$ cat config.mk
export PLATFORM = sky130hd
export DESIGN_NAME = led_sink_serial_latch_loader
export DESIGN_NICKNAME = d
export VERILOG_FILES = /design/src/hdl/led_sink_pkg.sv /design/src/hdl/led_sink_serial_latch_loader.sv
export VERILOG_INCLUDE_DIRS = /design/src /design/src/hdl
export SDC_FILE = /design/constraint.sdc
export NUM_CORES = 1
export LEC_CHECK = 0
export BUFFER_PORTS_ARGS = -buffer_cell sky130_fd_sc_hd__buf_2
export CAP_MARGIN = 30
export CORE_AREA = 3 3 305 307
export DETAILED_ROUTE_END_ITERATION = 10
export DIE_AREA = 0 0 308 310
export GPL_TIMING_DRIVEN = 0
export PLACE_DENSITY = 0.36
export REMOVE_ABC_BUFFERS = 1
export SYNTH_ARGS = -nofsm -noshare
export SYNTH_HDL_FRONTEND = slang
export SYNTH_SLANG_ARGS = --single-unit
$ cat constraint.sdc
create_clock -name clk -period 20.1 [get_ports clk]
set_clock_uncertainty 0.1 [all_clocks]
set_input_delay 1.005 -clock clk [delete_from_list [all_inputs] [get_ports clk]]
set_output_delay 1.005 -clock clk [all_outputs]
set_load 0.01 [all_outputs]
$ cat src/hdl/led_sink_defs.svh
`ifndef LED_SINK_DEFS_SVH
`define LED_SINK_DEFS_SVH

`define CHANNELS         16
`define TRIM_BITS        7
`define TRIM_TOTAL       112
`define ONOFF_TOTAL      16
`define TRIM_MAX_CODE    7'h7f
`define CLK_PERIOD_NS    100
`define STAGGER_NS       20
`define STAGGER_CYCLES   (((`STAGGER_NS / `CLK_PERIOD_NS) < 1) ? 1 : (`STAGGER_NS / `CLK_PERIOD_NS))
`define STATUS_INTERVAL_NS 1660
`define LOD_SAMPLE_NS    1500
`define LOD_SAMPLE_CYCLES (`LOD_SAMPLE_NS / `CLK_PERIOD_NS)
`define FIFO_DEPTH       16
`define SYNC_WIDTH       21

`endif

$ cat src/hdl/led_sink_pkg.sv
`default_nettype none
package led_sink_pkg;

	// One decoded serial event carried through the buffer
	typedef struct packed {
		logic latch;     // Strobe rise rather than a data bit
		logic trim_mode; // Mode level at the event
		logic data;      // Serial data bit
	} serial_event_type;

	typedef enum logic [0:0] {
		SAMPLE_IDLE,
		SAMPLE_WAIT
	} sample_state_type;

endpackage
`default_nettype wire

$ cat src/hdl/led_sink_serial_latch_loader.sv
`timescale 1ns/1ps
`default_nettype none
`include "led_sink_defs.svh"

////////////////////////////////////////////////////////////////////////////////
// Event buffer: valid and ready on both sides, full and empty decoded from a registered count
module event_fifo #(
	parameter int WIDTH = 3,
	parameter int DEPTH = 16
) (
	input  wire logic             clk,
	input  wire logic             reset,
	input  wire logic             ce,
	input  wire logic [WIDTH-1:0] in_data,
	input  wire logic             in_valid,
	output logic                  in_ready,
	output logic [WIDTH-1:0]      out_data,
	output logic                  out_valid,
	input  wire logic             out_ready
);
	localparam int AW = $clog2(DEPTH);

	logic [WIDTH-1:0] mem [DEPTH];
	logic [AW-1:0]    wr_ptr_reg;
	logic [AW-1:0]    rd_ptr_reg;
	logic [AW:0]      count_reg;
	logic             push;
	logic             pop;

	// Handshake decode
	assign in_ready  = (count_reg != (AW+1)'(DEPTH));
	assign out_valid = (count_reg != '0);
	assign push      = ce && in_valid && in_ready;
	assign pop       = ce && out_valid && out_ready;
	assign out_data  = mem[rd_ptr_reg];

	// Storage array
	always_ff @(posedge clk)
	begin
		if (push)
			mem[wr_ptr_reg] <= in_data;
	end

	// Pointers and fill count
	always_ff @(posedge clk or posedge reset)
	begin
		if (reset)
		begin
			wr_ptr_reg <= '0;
			rd_ptr_reg <= '0;
			count_reg  <= '0;
		end
		else
		begin
			if (push)
				wr_ptr_reg <= wr_ptr_reg + 1'b1;
			if (pop)
				rd_ptr_reg <= rd_ptr_reg + 1'b1;
			if (push && !pop)
				count_reg <= count_reg + 1'b1;
			else if (pop && !push)
				count_reg <= count_reg - 1'b1;
		end
	end
endmodule

////////////////////////////////////////////////////////////////////////////////
// Serial loader, trim and on/off latches, staggered channel drive
module led_sink_serial_latch_loader
	import led_sink_pkg::*;
(
	input  wire logic                      clk,
	input  wire logic                      reset,
	input  wire logic                      ce,
	input  wire logic                      serial_clk,
	input  wire logic                      serial_in,
	input  wire logic                      latch_strobe,
	input  wire logic                      mode,
	input  wire logic                      blank_n,
	input  wire logic [`CHANNELS-1:0]      open_led_detect,
	output logic                           serial_out,
	output logic [`CHANNELS-1:0]           sink_channel,
	output logic [`TRIM_TOTAL-1:0]         intensity_trim,
	output logic                           in_ready,
	output logic                           fifo_overrun
);
	localparam int STG = `STAGGER_CYCLES;
	localparam int HD  = (`CHANNELS - 1) * STG;
	localparam int SW  = `SYNC_WIDTH;
	localparam logic [4:0] SAMPLE_CYC = 5'(`LOD_SAMPLE_CYCLES);

	////////////////////////////////////////////////////////////////////////////
	// Pin synchronisers: three stages, a level counts once stages two and three agree
	logic [SW-1:0] pins;
	logic [SW-1:0] sync1_reg;
	logic [SW-1:0] sync2_reg;
	logic [SW-1:0] sync3_reg;
	logic [SW-1:0] level_reg;
	logic [SW-1:0] level_next;

	assign pins = {open_led_detect, blank_n, mode, latch_strobe, serial_in, serial_clk};

	genvar g;
	generate
		for (g = 0; g < SW; g++)
		begin : gen_filter
			assign level_next[g] = (sync2_reg[g] == sync3_reg[g]) ? sync3_reg[g] : level_reg[g];
		end
	endgenerate

	// Synchroniser chain and filtered levels
	always_ff @(posedge clk or posedge reset)
	begin
		if (reset)
		begin
			sync1_reg <= '0;
			sync2_reg <= '0;
			sync3_reg <= '0;
			level_reg <= '0;
		end
		else if (ce)
		begin
			sync1_reg <= pins;
			sync2_reg <= sync1_reg;
			sync3_reg <= sync2_reg;
			level_reg <= level_next;
		end
	end

	// Decoded pin events and levels
	logic                 sclk_rise;
	logic                 strobe_rise;
	logic                 bit_level;
	logic                 mode_level;
	logic                 blank_level;
	logic [`CHANNELS-1:0] detect_level;

	assign sclk_rise    = level_next[0] && !level_reg[0];
	assign strobe_rise  = level_next[2] && !level_reg[2];
	assign bit_level    = level_next[1];
	assign mode_level   = level_next[3];
	assign blank_level  = level_reg[4];
	assign detect_level = level_reg[SW-1:5];

	////////////////////////////////////////////////////////////////////////////
	// Event buffer between pin decode and the shift register
	serial_event_type ev_in;
	serial_event_type ev_out;
	logic             ev_in_valid;
	logic             ev_in_ready;
	logic             ev_out_valid;
	logic             ev_out_ready;
	logic             sample_busy;

	// A strobe rise wins over a coincident clock rise, which the host timing forbids
	assign ev_in.latch     = strobe_rise;
	assign ev_in.trim_mode = mode_level;
	assign ev_in.data      = bit_level;
	assign ev_in_valid     = strobe_rise || sclk_rise;
	// A latch waits while open status is still being sampled
	assign ev_out_ready    = !(ev_out.latch && sample_busy);

	event_fifo #(
		.WIDTH ($bits(serial_event_type)),
		.DEPTH (`FIFO_DEPTH)
	) u_fifo (
		.clk       (clk),
		.reset     (reset),
		.ce        (ce),
		.in_data   (ev_in),
		.in_valid  (ev_in_valid),
		.in_ready  (ev_in_ready),
		.out_data  (ev_out),
		.out_valid (ev_out_valid),
		.out_ready (ev_out_ready)
	);

	logic do_event;
	logic do_shift;
	logic do_trim_latch;
	logic do_onoff_latch;

	assign do_event       = ce && ev_out_valid && ev_out_ready;
	assign do_shift       = do_event && !ev_out.latch;
	assign do_trim_latch  = do_event && ev_out.latch && ev_out.trim_mode;
	assign do_onoff_latch = do_event && ev_out.latch && !ev_out.trim_mode;

	////////////////////////////////////////////////////////////////////////////
	// Input shift register, trim latch and on/off latch
	logic [`TRIM_TOTAL-1:0] shift_reg;
	logic [`TRIM_TOTAL-1:0] trim_reg;
	logic [`CHANNELS-1:0]   onoff_reg;
	logic [`CHANNELS-1:0]   pending_reg;
	logic                   shift_out_bit;

	// Tap follows the filtered mode pin, so it is defined even while the buffer is empty
	assign shift_out_bit = mode_level ? shift_reg[`TRIM_TOTAL-1]
		: shift_reg[`ONOFF_TOTAL-1];

	// Shift, latch and status reload; all cleared at reset
	always_ff @(posedge clk or posedge reset)
	begin
		if (reset)
		begin
			shift_reg <= '0;
			trim_reg  <= '0;
			onoff_reg <= '0;
		end
		else
		begin
			if (do_shift)
				shift_reg <= {shift_reg[`TRIM_TOTAL-2:0], ev_out.data};
			else if (do_onoff_latch)
				shift_reg[`ONOFF_TOTAL-1:0] <= pending_reg;
			if (do_trim_latch)
				trim_reg <= shift_reg;
			if (do_onoff_latch)
				onoff_reg <= shift_reg[`ONOFF_TOTAL-1:0];
		end
	end

	////////////////////////////////////////////////////////////////////////////
	// Open status sampler: waits after each on/off latch, then captures lit opens
	sample_state_type state_reg;
	sample_state_type state_next;
	logic [4:0]       wait_reg;

	assign sample_busy = (state_reg == SAMPLE_WAIT);

	always_comb
	begin
		state_next = state_reg;
		unique case (state_reg)
			SAMPLE_IDLE: if (do_onoff_latch) state_next = SAMPLE_WAIT;
			SAMPLE_WAIT: if (ce && wait_reg == SAMPLE_CYC) state_next = SAMPLE_IDLE;
		endcase
	end

	// Timer and pending status word
	always_ff @(posedge clk or posedge reset)
	begin
		if (reset)
		begin
			state_reg   <= SAMPLE_IDLE;
			wait_reg    <= '0;
			pending_reg <= '0;
		end
		else if (ce)
		begin
			state_reg <= state_next;
			if (state_reg == SAMPLE_IDLE)
				wait_reg <= '0;
			else
				wait_reg <= wait_reg + 1'b1;
			if (sample_busy && wait_reg == SAMPLE_CYC)
				pending_reg <= detect_level & onoff_reg & {`CHANNELS{!blank_level}};
		end
	end

	////////////////////////////////////////////////////////////////////////////
	// Channel drive: blank gates all, then a delay line staggers each channel
	logic [`CHANNELS-1:0] target;
	logic [`CHANNELS-1:0] hist_reg [HD];
	logic [`CHANNELS-1:0] drive_reg;

	assign target = blank_level ? '0 : onoff_reg;

	// Delay history of the gated target
	always_ff @(posedge clk or posedge reset)
	begin
		if (reset)
		begin
			for (int i = 0; i < HD; i++)
				hist_reg[i] <= '0;
		end
		else if (ce)
		begin
			hist_reg[0] <= target;
			for (int i = 1; i < HD; i++)
				hist_reg[i] <= hist_reg[i-1];
		end
	end

	// Channel k sees the target k stagger steps plus one register cycle late
	generate
		for (g = 0; g < `CHANNELS; g++)
		begin : gen_stagger
			always_ff @(posedge clk or posedge reset)
			begin
				if (reset)
					drive_reg[g] <= 1'b0;
				else if (ce)
					drive_reg[g] <= (g == 0) ? target[g] : hist_reg[(g == 0) ? 0 : g*STG-1][g];
			end
		end
	endgenerate

	////////////////////////////////////////////////////////////////////////////
	// Registered outputs
	logic serial_out_reg;
	logic in_ready_reg;
	logic overrun_reg;

	always_ff @(posedge clk or posedge reset)
	begin
		if (reset)
		begin
			serial_out_reg <= 1'b0;
			in_ready_reg   <= 1'b0;
			overrun_reg    <= 1'b0;
		end
		else if (ce)
		begin
			serial_out_reg <= shift_out_bit;
			in_ready_reg   <= ev_in_ready;
			if (ev_in_valid && !ev_in_ready)
				overrun_reg <= 1'b1;  // Sticky until reset
		end
	end

	assign serial_out     = serial_out_reg;
	assign sink_channel   = drive_reg;
	assign intensity_trim = trim_reg;
	assign in_ready       = in_ready_reg;
	assign fifo_overrun   = overrun_reg;
endmodule

`default_nettype wire

==> metrics, run 1 <==
total congestion overflow=0; minimum clock period=3.809 ns; vias after detailed routing=11,260; cells after synthesis=1,384; CTS tree=built; Hold Crit Class=input pin to asynchronous set/reset pin; syn avg cell area=15.64 um2; Clock transition at path regs=0.06 ns; die width=308 um; fmax=262.5 MHz; post-route ant nets=0; initial drt markers=529; CP endpoint kind=flop; WL per Instance=15.57 um; Cell Chain, Critical Path=buf_8 > buf_16 > a21boi_0 > buf_2 > nand2_1 > a21oi_1 > and2_4 > buf_16 > buf_16 > mux2_4; initial antenna violation count=0; Hold Buf Count CTS=0; Worst Tran Pin Value=0.8714 ns; Critical-path top delay cell=and2_4; core area=90,290 um2; Clock Tree Root=clkbuf_16; outcome=complete, no violations; pin count of the biggest net entering global routing=121; clock latency on the worst-skew pair=0.60 ns; Seq cells post-synth=546; crit path DAT=4.17 ns; DRT Wirelength=43,060 um; # DRC=0; Crit path largest cell delay=0.50 ns; clk buf depth=3; WP data required=20.46 ns; path type of the worst setup path=input pin to flop; Post-synth EDFFs=48; die area=95,480 um2; router iterations before antenna repair=4; CP delay by family, top=buffers and inverters; Post-DP HPWL=25,910 um; Cell Area, Synth=21,640 um2; most frequent cells in the layout=dfrtp_1, mux2_2, buf_2; RD Place Congestion=0.6572; Rows=110; Post-CTS Setup Bufs=0; vias per inst=4.072; max reg flops=135; CP most frequent cell=buf_16; die height=310 um; async set-reset flop share out of synthesis=91.21%; Initial Util=23.97%; number of port buffers=154; largest vdd supply drop=0.00005989 V; static leakage=12.39 nW; final hold viol count=0; area grow syn2layout=20.44%; first-pass GRT wire length=70,680 um; number of setup violations in the final report=0; Yosys Warn Count=0; total CTS buffers=68; clk sinks=546; Post-Layout Cell Count=2,766; Primary FF master, synth=dfrtp_1; vias in the first global route=11,960; Crit Path Max Fanout=120; Pwr Density=124.6 nW/um2; Worst Path Buf+Inv=5; share of cells above drive strength 1=45.50%; worst slew margin relative to its limit=41.90%; max cap viols=0; nets=1,574; crit share post-route=18.95%; Worst setup SP type=input pin; # resized after CTS=0; Synth cell types=45; RR Startpoint=u_fifo.rd_ptr_reg[0]$_DFFE_PP0N_; most common cell after layout, fill and taps aside=dfrtp_1; RSZ-0062 raised after global routing=no; Fin Hold WS=0.3752 ns; sequential share of the synthesized area=64.24%; Global Route Usage Sum=9.221%; Critical Path Source=ce; cell count after placement=2,643; H-tree depth=3; max-slew violations=0; # IOs=155
==> power by group <==
part / internal, mW / total [mW] / switching (mW)
clock network: 0.770 / 1.26 / 0.487
logic: 0.296 / 0.574 / 0.278
registers: 1.29 / 1.42 / 0.132
==> synth_stat cells, drive strengths merged, types with 2 or more instances <==
| master | number | area [um2] |
|---|---|---|
| a21boi | 2 | 15.01 |
| a21o | 15 | 112.6 |
| a21oi | 49 | 245.2 |
| a22o | 14 | 122.6 |
| and3 | 2 | 12.51 |
| buf | 51 | 395.4 |
| clkbuf | 35 | 135.1 |
| dfrtp | 498 | 12460 |
| edfxtp | 48 | 1441 |
| ha | 12 | 150.1 |
| inv | 14 | 52.55 |
| maj3 | 2 | 20.02 |
| mux2 | 424 | 5075 |
| mux2i | 8 | 80.08 |
| mux4 | 11 | 262.8 |
| nand2 | 52 | 195.2 |
| nand2b | 24 | 150.1 |
| nand3 | 8 | 40.04 |
| nand4 | 2 | 12.51 |
| nor2 | 41 | 156.4 |
| nor2b | 17 | 106.4 |
| nor3 | 6 | 35.03 |
| o211ai | 2 | 25.02 |
| o21ai | 25 | 125.1 |
| xnor2 | 8 | 70.07 |
| xor2 | 3 | 26.28 |
==> metrics by stage <==
stage               utilization (%)  instance area, um2  total power, mW  setup slack (ns)  TNS [ns]
floorplan                         -               21110            1.825             5.092         0
global placement              25.87               23350            2.031            -1.489   -700.69
detailed placement            26.30               23740            2.035             15.69         0
CTS                           28.87               26060            3.335             16.33         0
global route                  28.87               26060            3.448             16.06         0
finish                        28.87               26070            3.249             16.29         0
==> kinds of logic (layout without fill, tap and decap cells) <==
kind of cell | after synthesis | count (layout) | share of synthesized area [%]
AOI/OAI and AO/OA | 115 | 115 | 3.353
xor gates and xnor gates | 11 | 11 | 0.4452
adders and majority gates | 15 | 15 | 0.8787
buffers and inverters | 100 | 305 | 2.694
DFF | 546 | 546 | 64.24
muxes | 443 | 443 | 25.03
other | 0 | 1 | 0
and+or+nand+nor | 154 | 154 | 3.359
==> final timing paths <==
check / end / slack (ns) / cells after the start
setup / recovery: intensity_trim[54]$_DFFE_PP0P_ / 16.29 / 10
min in group clk: wait_reg[3]$_DFFE_PP0P_ / 0.38 / 1
hold / removal: intensity_trim[47]$_DFFE_PP0P_ / 0.38 / 2
max in group asynchronous: sync1_reg[8]$_DFFE_PP0P_ / 18.08 / 4
setup reg to reg: u_fifo.count_reg[4]$_DFFE_PP0P_ / 16.56 / 13
hold reg to reg: wait_reg[3]$_DFFE_PP0P_ / 0.38 / 1
==> worst register-to-register path, delay by kind of cell (launching register included) <==
kind / cells / cell delay (ns)
xor gates and xnor gates: 2 / 0.26
adders and majority gates: 2 / 0.57
and+or+nand+nor: 2 / 0.35
DFF: 1 / 0.46
AOI/OAI and AO/OA: 4 / 0.80
buffers and inverters: 2 / 0.35
muxes: 1 / 0.53
==> metal layers <==
metal	up-vias	share of wire (%)	global-route usage (%)
met1	5811	48	12.67
met5	-	0	0
met2	164	46	14.32
li1	5214	-	-
met3	74	3.9	1.919
met4	0	2.3	3.520
==> area by class of cell <==
type,instances,area [um2]
Antenna cell,1,2.502
Clock buffer,95,1984
Clock inverter,27,336.6
Fill cell,9125,64220
Inverter,14,60.06
Multi-Input combinational cell,738,7169
Sequential cell,546,13900
Tap cell,1176,1471
Timing Repair Buffer,169,1139
Power figures use the tool's default switching activity.
==> inputs of run 2 (changes only) <==
--- a/config.mk
+++ b/config.mk
@@ -6,11 +6,12 @@
 export SDC_FILE = /design/constraint.sdc
 export NUM_CORES = 1
 export LEC_CHECK = 0
+export ABC_AREA = 1
 export BUFFER_PORTS_ARGS = -buffer_cell sky130_fd_sc_hd__buf_2
 export CAP_MARGIN = 30
-export CORE_AREA = 3 3 305 307
+export CORE_AREA = 3 3 304 306
 export DETAILED_ROUTE_END_ITERATION = 10
-export DIE_AREA = 0 0 308 310
+export DIE_AREA = 0 0 307 309
 export GPL_TIMING_DRIVEN = 0
 export PLACE_DENSITY = 0.36
 export REMOVE_ABC_BUFFERS = 1
==> constraint.sdc (replaced) <==
create_clock -name clk -period 3.54 [get_ports clk]
set_clock_uncertainty 0.1 [all_clocks]
set_input_delay 0.177 -clock clk [delete_from_list [all_inputs] [get_ports clk]]
set_output_delay 0.177 -clock clk [all_outputs]
set_load 0.01 [all_outputs]
==> run 2 against run 1 <==
Against the previous run:
- synthesized area shrank 0.49%
- sequential cell count is the same
- utilization grew 0.57 points
- cell count grew 31%
==> metrics, run 2 <==
WL per Instance=14.37 um (-7.7%); final hold viol count=0 (unchanged); area grow syn2layout=22.86%; number of port buffers=154 (unchanged); static leakage=12.08 nW (-2.5%); pin count of the biggest net entering global routing=146 (+21%); Cell Area, Synth=21,540 um2 (-0.49%); total CTS buffers=68 (unchanged); vias in the first global route=15,580 (+30%); outcome=complete, no violations; RD Place Congestion=0.7512 (+14%); Worst setup SP type=flop; clk sinks=546 (unchanged); clk buf depth=3 (unchanged); RSZ-0062 raised after global routing=no; Seq cells post-synth=546 (unchanged); async set-reset flop share out of synthesis=91.21% (unchanged); Hold Crit Class=input pin to flop; CTS tree=built; clock latency on the worst-skew pair=0.60 ns (about the same); Clock transition at path regs=0.06 ns (about the same); Yosys Warn Count=0 (unchanged); Synth area leader=dfrtp_1; DRT Wirelength=52,210 um (+21%); Area contributors post-synth=dfrtp_1, nand2_1, o21ai_0, edfxtp_1, inv_1; share of cells above drive strength 1=12.49% (-33 points); router iterations before antenna repair=5 (+1); first-pass GRT wire length=87,040 um (+23%); Initial Util=23.96% (about the same); minimum clock period=3.204 ns; max cap viols=0 (unchanged); Post-DP HPWL=30,650 um (+18%); Post-synth EDFFs=48 (unchanged); top-count cell post-synth=nand2_1; # DRC=0 (unchanged); post-route ant nets=0 (unchanged); number of setup violations in the final report=0 (unchanged); most common cell after layout, fill and taps aside=nand2_1; Synth cell types=34 (-24%); Final TNS setup=0 ns (unchanged); cells after synthesis=2,234 (+61%); initial drt markers=871 (+65%); H-tree depth=3 (unchanged); Fin Hold WS=0.05093 ns (-0.3243 ns); Primary FF master, synth=dfrtp_1; die width=307 um (-0.32%); nets=2,447 (+55%); # IOs=155 (unchanged); Global Route Usage Sum=11.35% (+2.1 points); die height=309 um (-0.32%); most common library cells after synthesis=nand2_1, dfrtp_1, o21ai_0, inv_1, o21ai_1; crit share post-route=90.51%; Ant. Diodes=0 (-1); Tot Pwr=16.71 mW (+410%); Worst Tran Pin Value=0.7945 ns (-0.07691 ns); Clock Tree Root=clkbuf_16; largest vdd supply drop=0.0002665 V (+340%); CP most frequent cell=nand2_1; Crit path largest cell delay=0.54 ns (+0.04 ns); Critical-path top delay cell=dfrtp_4; max reg flops=135 (unchanged); sequential share of the synthesized area=64.56% (+0.32 points); Rows=110 (unchanged); total congestion overflow=0 (unchanged); Crit Path Max Fanout=17 (-86%); core area=89,870 um2 (-0.46%); syn avg cell area=9.641 um2 (-38%); vias per inst=4.102 (+0.73%); crit path DAT=3.62 ns (-0.55 ns); max-slew violations=0 (unchanged); most frequent cells in the layout=nand2_1, dfrtp_1, o21ai_0; Setup Slack @ Placement=-0.9333 ns (-16.62 ns); fmax=312.1 MHz; vias after detailed routing=14,910 (+32%); Pwr Density=631.5 nW/um2 (+410%); die area=94,860 um2 (-0.65%); WP data required=3.95 ns (-16.51 ns); CP endpoint kind=flop; path type of the worst setup path=flop to flop; worst slew margin relative to its limit=46.90% (+5.0 points); Cell Chain, Critical Path=clkinvlp_4 > buf_4 > nand2_1 > nand3_1 > nand2_1 > nor2_4 > nand2_8 > nand2_4 > nand2_1 > nand2_2 > ha_1 > inv_1 > ha_1 > inv_1 > o21bai_1 > o21ai_0 > nand2_1 > nor2_1 > xor2_1; initial antenna violation count=1 (+1); top-area cell type share of the netlist area=57.86% (+0.28 points); PnR worst setup slack=0.3358 ns (-15.96 ns)
[run 2: logic make-up (layout without fill, tap and decap cells)]
family                     Yosys count  after routing  share of synthesized area, %
buffers and inverters              379            603                         7.744
AOI/OAI and AO/OA                  484            484                         11.48
adders and majority gates           13             13                        0.7901
xor gates and xnor gates             9              9                        0.3660
DFF                                546            546                         64.56
and+or+nand+nor                    803            803                         15.06
[run 2: per-stage QoR]
stage | utilization, % | area (um2) | std cells
after CTS | 29.34 | 26370 | 3628
after detailed placement | 26.10 | 23460 | 3447
after global routing | 29.44 | 26460 | 3634
final | 29.44 | 26460 | 3634
after global placement | 25.63 | 23030 | 3430
after floorplan | - | 20790 | 2100
[run 2: worst max-delay path: cells and delay by family, from the launching register on]
family | cells | cell delay (ns)
AND/OR/NAND/NOR | 10 | 1.07
flip-flops | 1 | 0.54
adder cells (fa/ha/maj) | 2 | 0.54
buffers and inverters | 4 | 0.49
AO/OA/AOI/OAI | 2 | 0.23
XOR/XNOR | 1 | 0.15
[run 2: cell type report]
| type | count | area, um2 |
|---|---|---|
| clock inverters | 22 | 327.8 |
| well taps | 1176 | 1471 |
| inverters | 245 | 945.9 |
| repair inverters | 1 | 5.005 |
| multi-input cells | 1309 | 5997 |
| flip-flops and latches | 546 | 13910 |
| fillers | 9451 | 63410 |
| repair buffers | 239 | 1866 |
| clock buffers | 96 | 1939 |
[run 2: final timing paths]
kind,depth (start not counted),from,endpoint,slack (ns)
worst max-delay path,19,u_fifo.rd_ptr_reg[0]$_DFFE_PP0N_,u_fifo.count_reg[4]$_DFFE_PP0P_,0.34
worst min-delay path,4,ce,sync3_reg[10]$_DFFE_PP0P_,0.05
worst max register to register,19,u_fifo.rd_ptr_reg[0]$_DFFE_PP0N_,u_fifo.count_reg[4]$_DFFE_PP0P_,0.34
worst min register to register,1,fifo_overrun$_DFFE_PP0P_,fifo_overrun$_DFFE_PP0P_,0.37
max in group asynchronous,5,reset,u_fifo.rd_ptr_reg[0]$_DFFE_PP0N_,1.81
min in group asynchronous,3,reset,intensity_trim[53]$_DFFE_PP0P_,0.09
[run 2: power by group]
| part | internal, mW | total, mW | switching, mW |
|---|---|---|---|
| clock network | 4.34 | 7.09 | 2.76 |
| registers | 6.63 | 6.89 | 0.256 |
| logic | 0.834 | 2.73 | 1.90 |
[run 2: metal layers]
metal,vias up,share of wire (%),GRT usage (%)
met5,-,0,0
met4,0,2.7,4.343
met3,84,3.8,1.958
met2,221,45,18.33
met1,7080,48,15.27
li1,7520,-,-
[run 2: what timing repair did]
action                     in CTS  in global routing
cloned                          1                  0
setup endpoints to repair     226                 29
buffers inserted                5                  6
hold buffers                   57                  0
gates resized for setup         4                  8
pin swaps                       0                  1
hold endpoints to repair      121                  0
==> inputs of run 3 (changes only) <==
--- a/config.mk
+++ b/config.mk
@@ -6,12 +6,11 @@
 export SDC_FILE = /design/constraint.sdc
 export NUM_CORES = 1
 export LEC_CHECK = 0
-export ABC_AREA = 1
 export BUFFER_PORTS_ARGS = -buffer_cell sky130_fd_sc_hd__buf_2
 export CAP_MARGIN = 30
-export CORE_AREA = 3 3 304 306
+export CORE_AREA = 3 3 305 307
 export DETAILED_ROUTE_END_ITERATION = 10
-export DIE_AREA = 0 0 307 309
+export DIE_AREA = 0 0 308 310
 export GPL_TIMING_DRIVEN = 0
 export PLACE_DENSITY = 0.36
 export REMOVE_ABC_BUFFERS = 1
==> run 3 against run 2 <==
Against the previous run:
- total power increased by 11%
- global-route usage decreased by 2.1 points
- highest routed layer unchanged
- wire length decreased by 17%
- critical path type unchanged
- critical endpoint is now intensity_trim[54]$_DFFE_PP0P_
- combinational power increased by 22%
- clock power increased by 0.6%
- sequential cell count unchanged
- first-iteration DRC count decreased by 39%
- non-clock buffer count decreased by 44
- maximum frequency decreased by 4.4%
==> metrics, run 3 (synthesized netlist as in run 1, its figures left out) <==
area grow syn2layout=21.79%; Final TNS setup=0 ns (unchanged); CTS tree=built; max-slew violations=0 (unchanged); RSZ-0062 raised after global routing=no; Tot Pwr=18.53 mW (+11%); number of setup violations in the final report=0 (unchanged); Crit Path Max Fanout=53 (+36); initial antenna violation count=0 (-1); cell count after placement=2,643 (-23%); sw frac=27.62% (-1.7 points); H-tree depth=3 (unchanged); WP data required=3.90 ns (-0.05 ns); pin count of the biggest net entering global routing=121 (-17%); WL per Instance=15.47 um (+7.7%); Int Pwr=13.41 mW (+14%); Initial Util=23.97% (about the same); crit path DAT=3.71 ns (+0.09 ns); path type of the worst setup path=flop to flop; initial drt markers=535 (-39%); Worst Tran Pin Value=0.8983 ns (+0.1037 ns); most common cell after layout, fill and taps aside=dfrtp_1; Rows=110 (unchanged); # DRC=0 (unchanged); total congestion overflow=0 (unchanged); vias per inst=4.068 (-0.82%); # IOs=155 (unchanged); Post-Layout Cell Count=2,792 (-23%); Sw Pwr=5.119 mW (+4.3%); Final Core Density=29.20% (-0.25 points); DRT Wirelength=43,200 um (-17%); router iterations before antenna repair=4 (-1); Pwr Density=703.1 nW/um2 (+11%); total CTS buffers=68 (unchanged); Seq pwr share=43.5% (+2.3 points); Clock Tree Root=clkbuf_16; Post-DP HPWL=25,910 um (-15%); Comb pwr share=18.0% (+1.7 points); most frequent cells in the layout=dfrtp_1, mux2_2, buf_2; worst slew margin relative to its limit=39.92% (-7.0 points); CP endpoint kind=flop; Clock transition at path regs=0.06 ns (about the same); Worst setup SP type=flop; minimum clock period=3.353 ns (+0.1487 ns); crit share post-route=94.71% (+4.2 points); Clock Power Share=38.5% (-3.9 points); nets=1,600 (-35%); die area=95,480 um2 (+0.65%); die width=308 um (+0.33%); max cap viols=0 (unchanged); outcome=complete, no violations; vias after detailed routing=11,360 (-24%); clk sinks=546 (unchanged); clk buf depth=3 (unchanged); Global Route Usage Sum=9.246% (-2.1 points); clock latency on the worst-skew pair=0.60 ns (about the same); static leakage=12.51 nW (+3.6%); largest vdd supply drop=0.0003390 V (+27%); post-route ant nets=0 (unchanged); die height=310 um (+0.32%); number of port buffers=154 (unchanged); Hold Crit Class=input pin to asynchronous set/reset pin; core area=90,290 um2 (+0.46%); RD Place Congestion=0.6572 (-13%); final hold viol count=0 (unchanged); fmax=298.3 MHz (-4.4%); share of cells above drive strength 1=45.20% (+33 points); Fin Hold WS=0.09590 ns (+0.04497 ns); first-pass GRT wire length=70,890 um (-19%); vias in the first global route=12,020 (-23%); max reg flops=135 (unchanged)
-- run 3: changes by cell type in the layout (fill, tap and decap cells not counted), sizes merged, moves of 24 or more --
cell / change
a21oi: +38
dlygate4sd3: -31
inv: -225
mux2: +424
nand2: -590
nand2b: +24
nand3: -48
nand4: -30
o21ai: -428
-- run 3: metrics by stage --
step	cell area [um2]	worst slack [ns]
after global placement	23350	-17.22
final	26360	0.1871
after global routing	26360	0.002358
after detailed placement	23740	-0.08897
after CTS	26330	0.05318
after floorplan	21110	-10.64
-- run 3: worst max-delay path, stage by stage, from the launching register on --
cell and delay [ns]:
dfrtp_2 0.45, buf_16 0.18, mux4_1 0.35, mux2i_1 0.10, mux2i_1 0.32, and2_4 0.57, buf_16 0.37, buf_16 0.32
mux2_4 0.33
-- run 3: path summary, 6_finish.rpt --
path / start / endpoint / slack (ns) / depth (start not counted)
hold / removal: reset / intensity_trim[47]$_DFFE_PP0P_ / 0.1 / 3
min in group clk: ce / sync1_reg[17]$_DFFE_PP0P_ / 0.14 / 3
hold reg to reg: wait_reg[3]$_DFFE_PP0P_ / wait_reg[3]$_DFFE_PP0P_ / 0.38 / 1
setup reg to reg: u_fifo.rd_ptr_reg[0]$_DFFE_PP0N_ / intensity_trim[54]$_DFFE_PP0P_ / 0.19 / 8
max in group asynchronous: reset / shift_reg[1]$_DFFE_PP0P_ / 1.79 / 5
setup / recovery: u_fifo.rd_ptr_reg[0]$_DFFE_PP0N_ / intensity_trim[54]$_DFFE_PP0P_ / 0.19 / 8
-- run 3: timing repair --
item / CTS / global route
setup buffers: 0 / 1
hold endpoints to repair: 103 / 0
gates resized for setup: 4 / 6
hold buffers: 25 / 0
setup endpoints to repair: 1 / 26
pin swaps: 0 / 1
-- run 3: power groups by stage --
stage / registers, mW / logic, mW / clock network (mW)
after CTS: 8.09 / 3.42 / 7.48
after detailed placement: 8.19 / 3.36 / 0
after floorplan: 8.01 / 2.35 / 0
final: 8.06 / 3.34 / 7.13
after global placement: 8.25 / 3.09 / 0
after global routing: 8.22 / 3.71 / 7.73
-- run 3: area by class of cell --
type | instances | area [um2]
clock inverter | 27 | 336.6
timing repair buffer | 195 | 1396
inverter | 14 | 60.06
fill | 9104 | 63930
clock buffer | 95 | 1984
antenna | 1 | 2.502
sequential | 546 | 13910
multi-input combinational | 738 | 7202
tap | 1176 | 1471
-- run 3: metal layers --
layer	track usage (%)	share of wire (%)	vias up
li1	-	-	5266
met1	12.71	48	5848
met2	14.38	46	169
met3	1.899	3.9	75
met4	3.520	2.2	0
met5	0	0	-
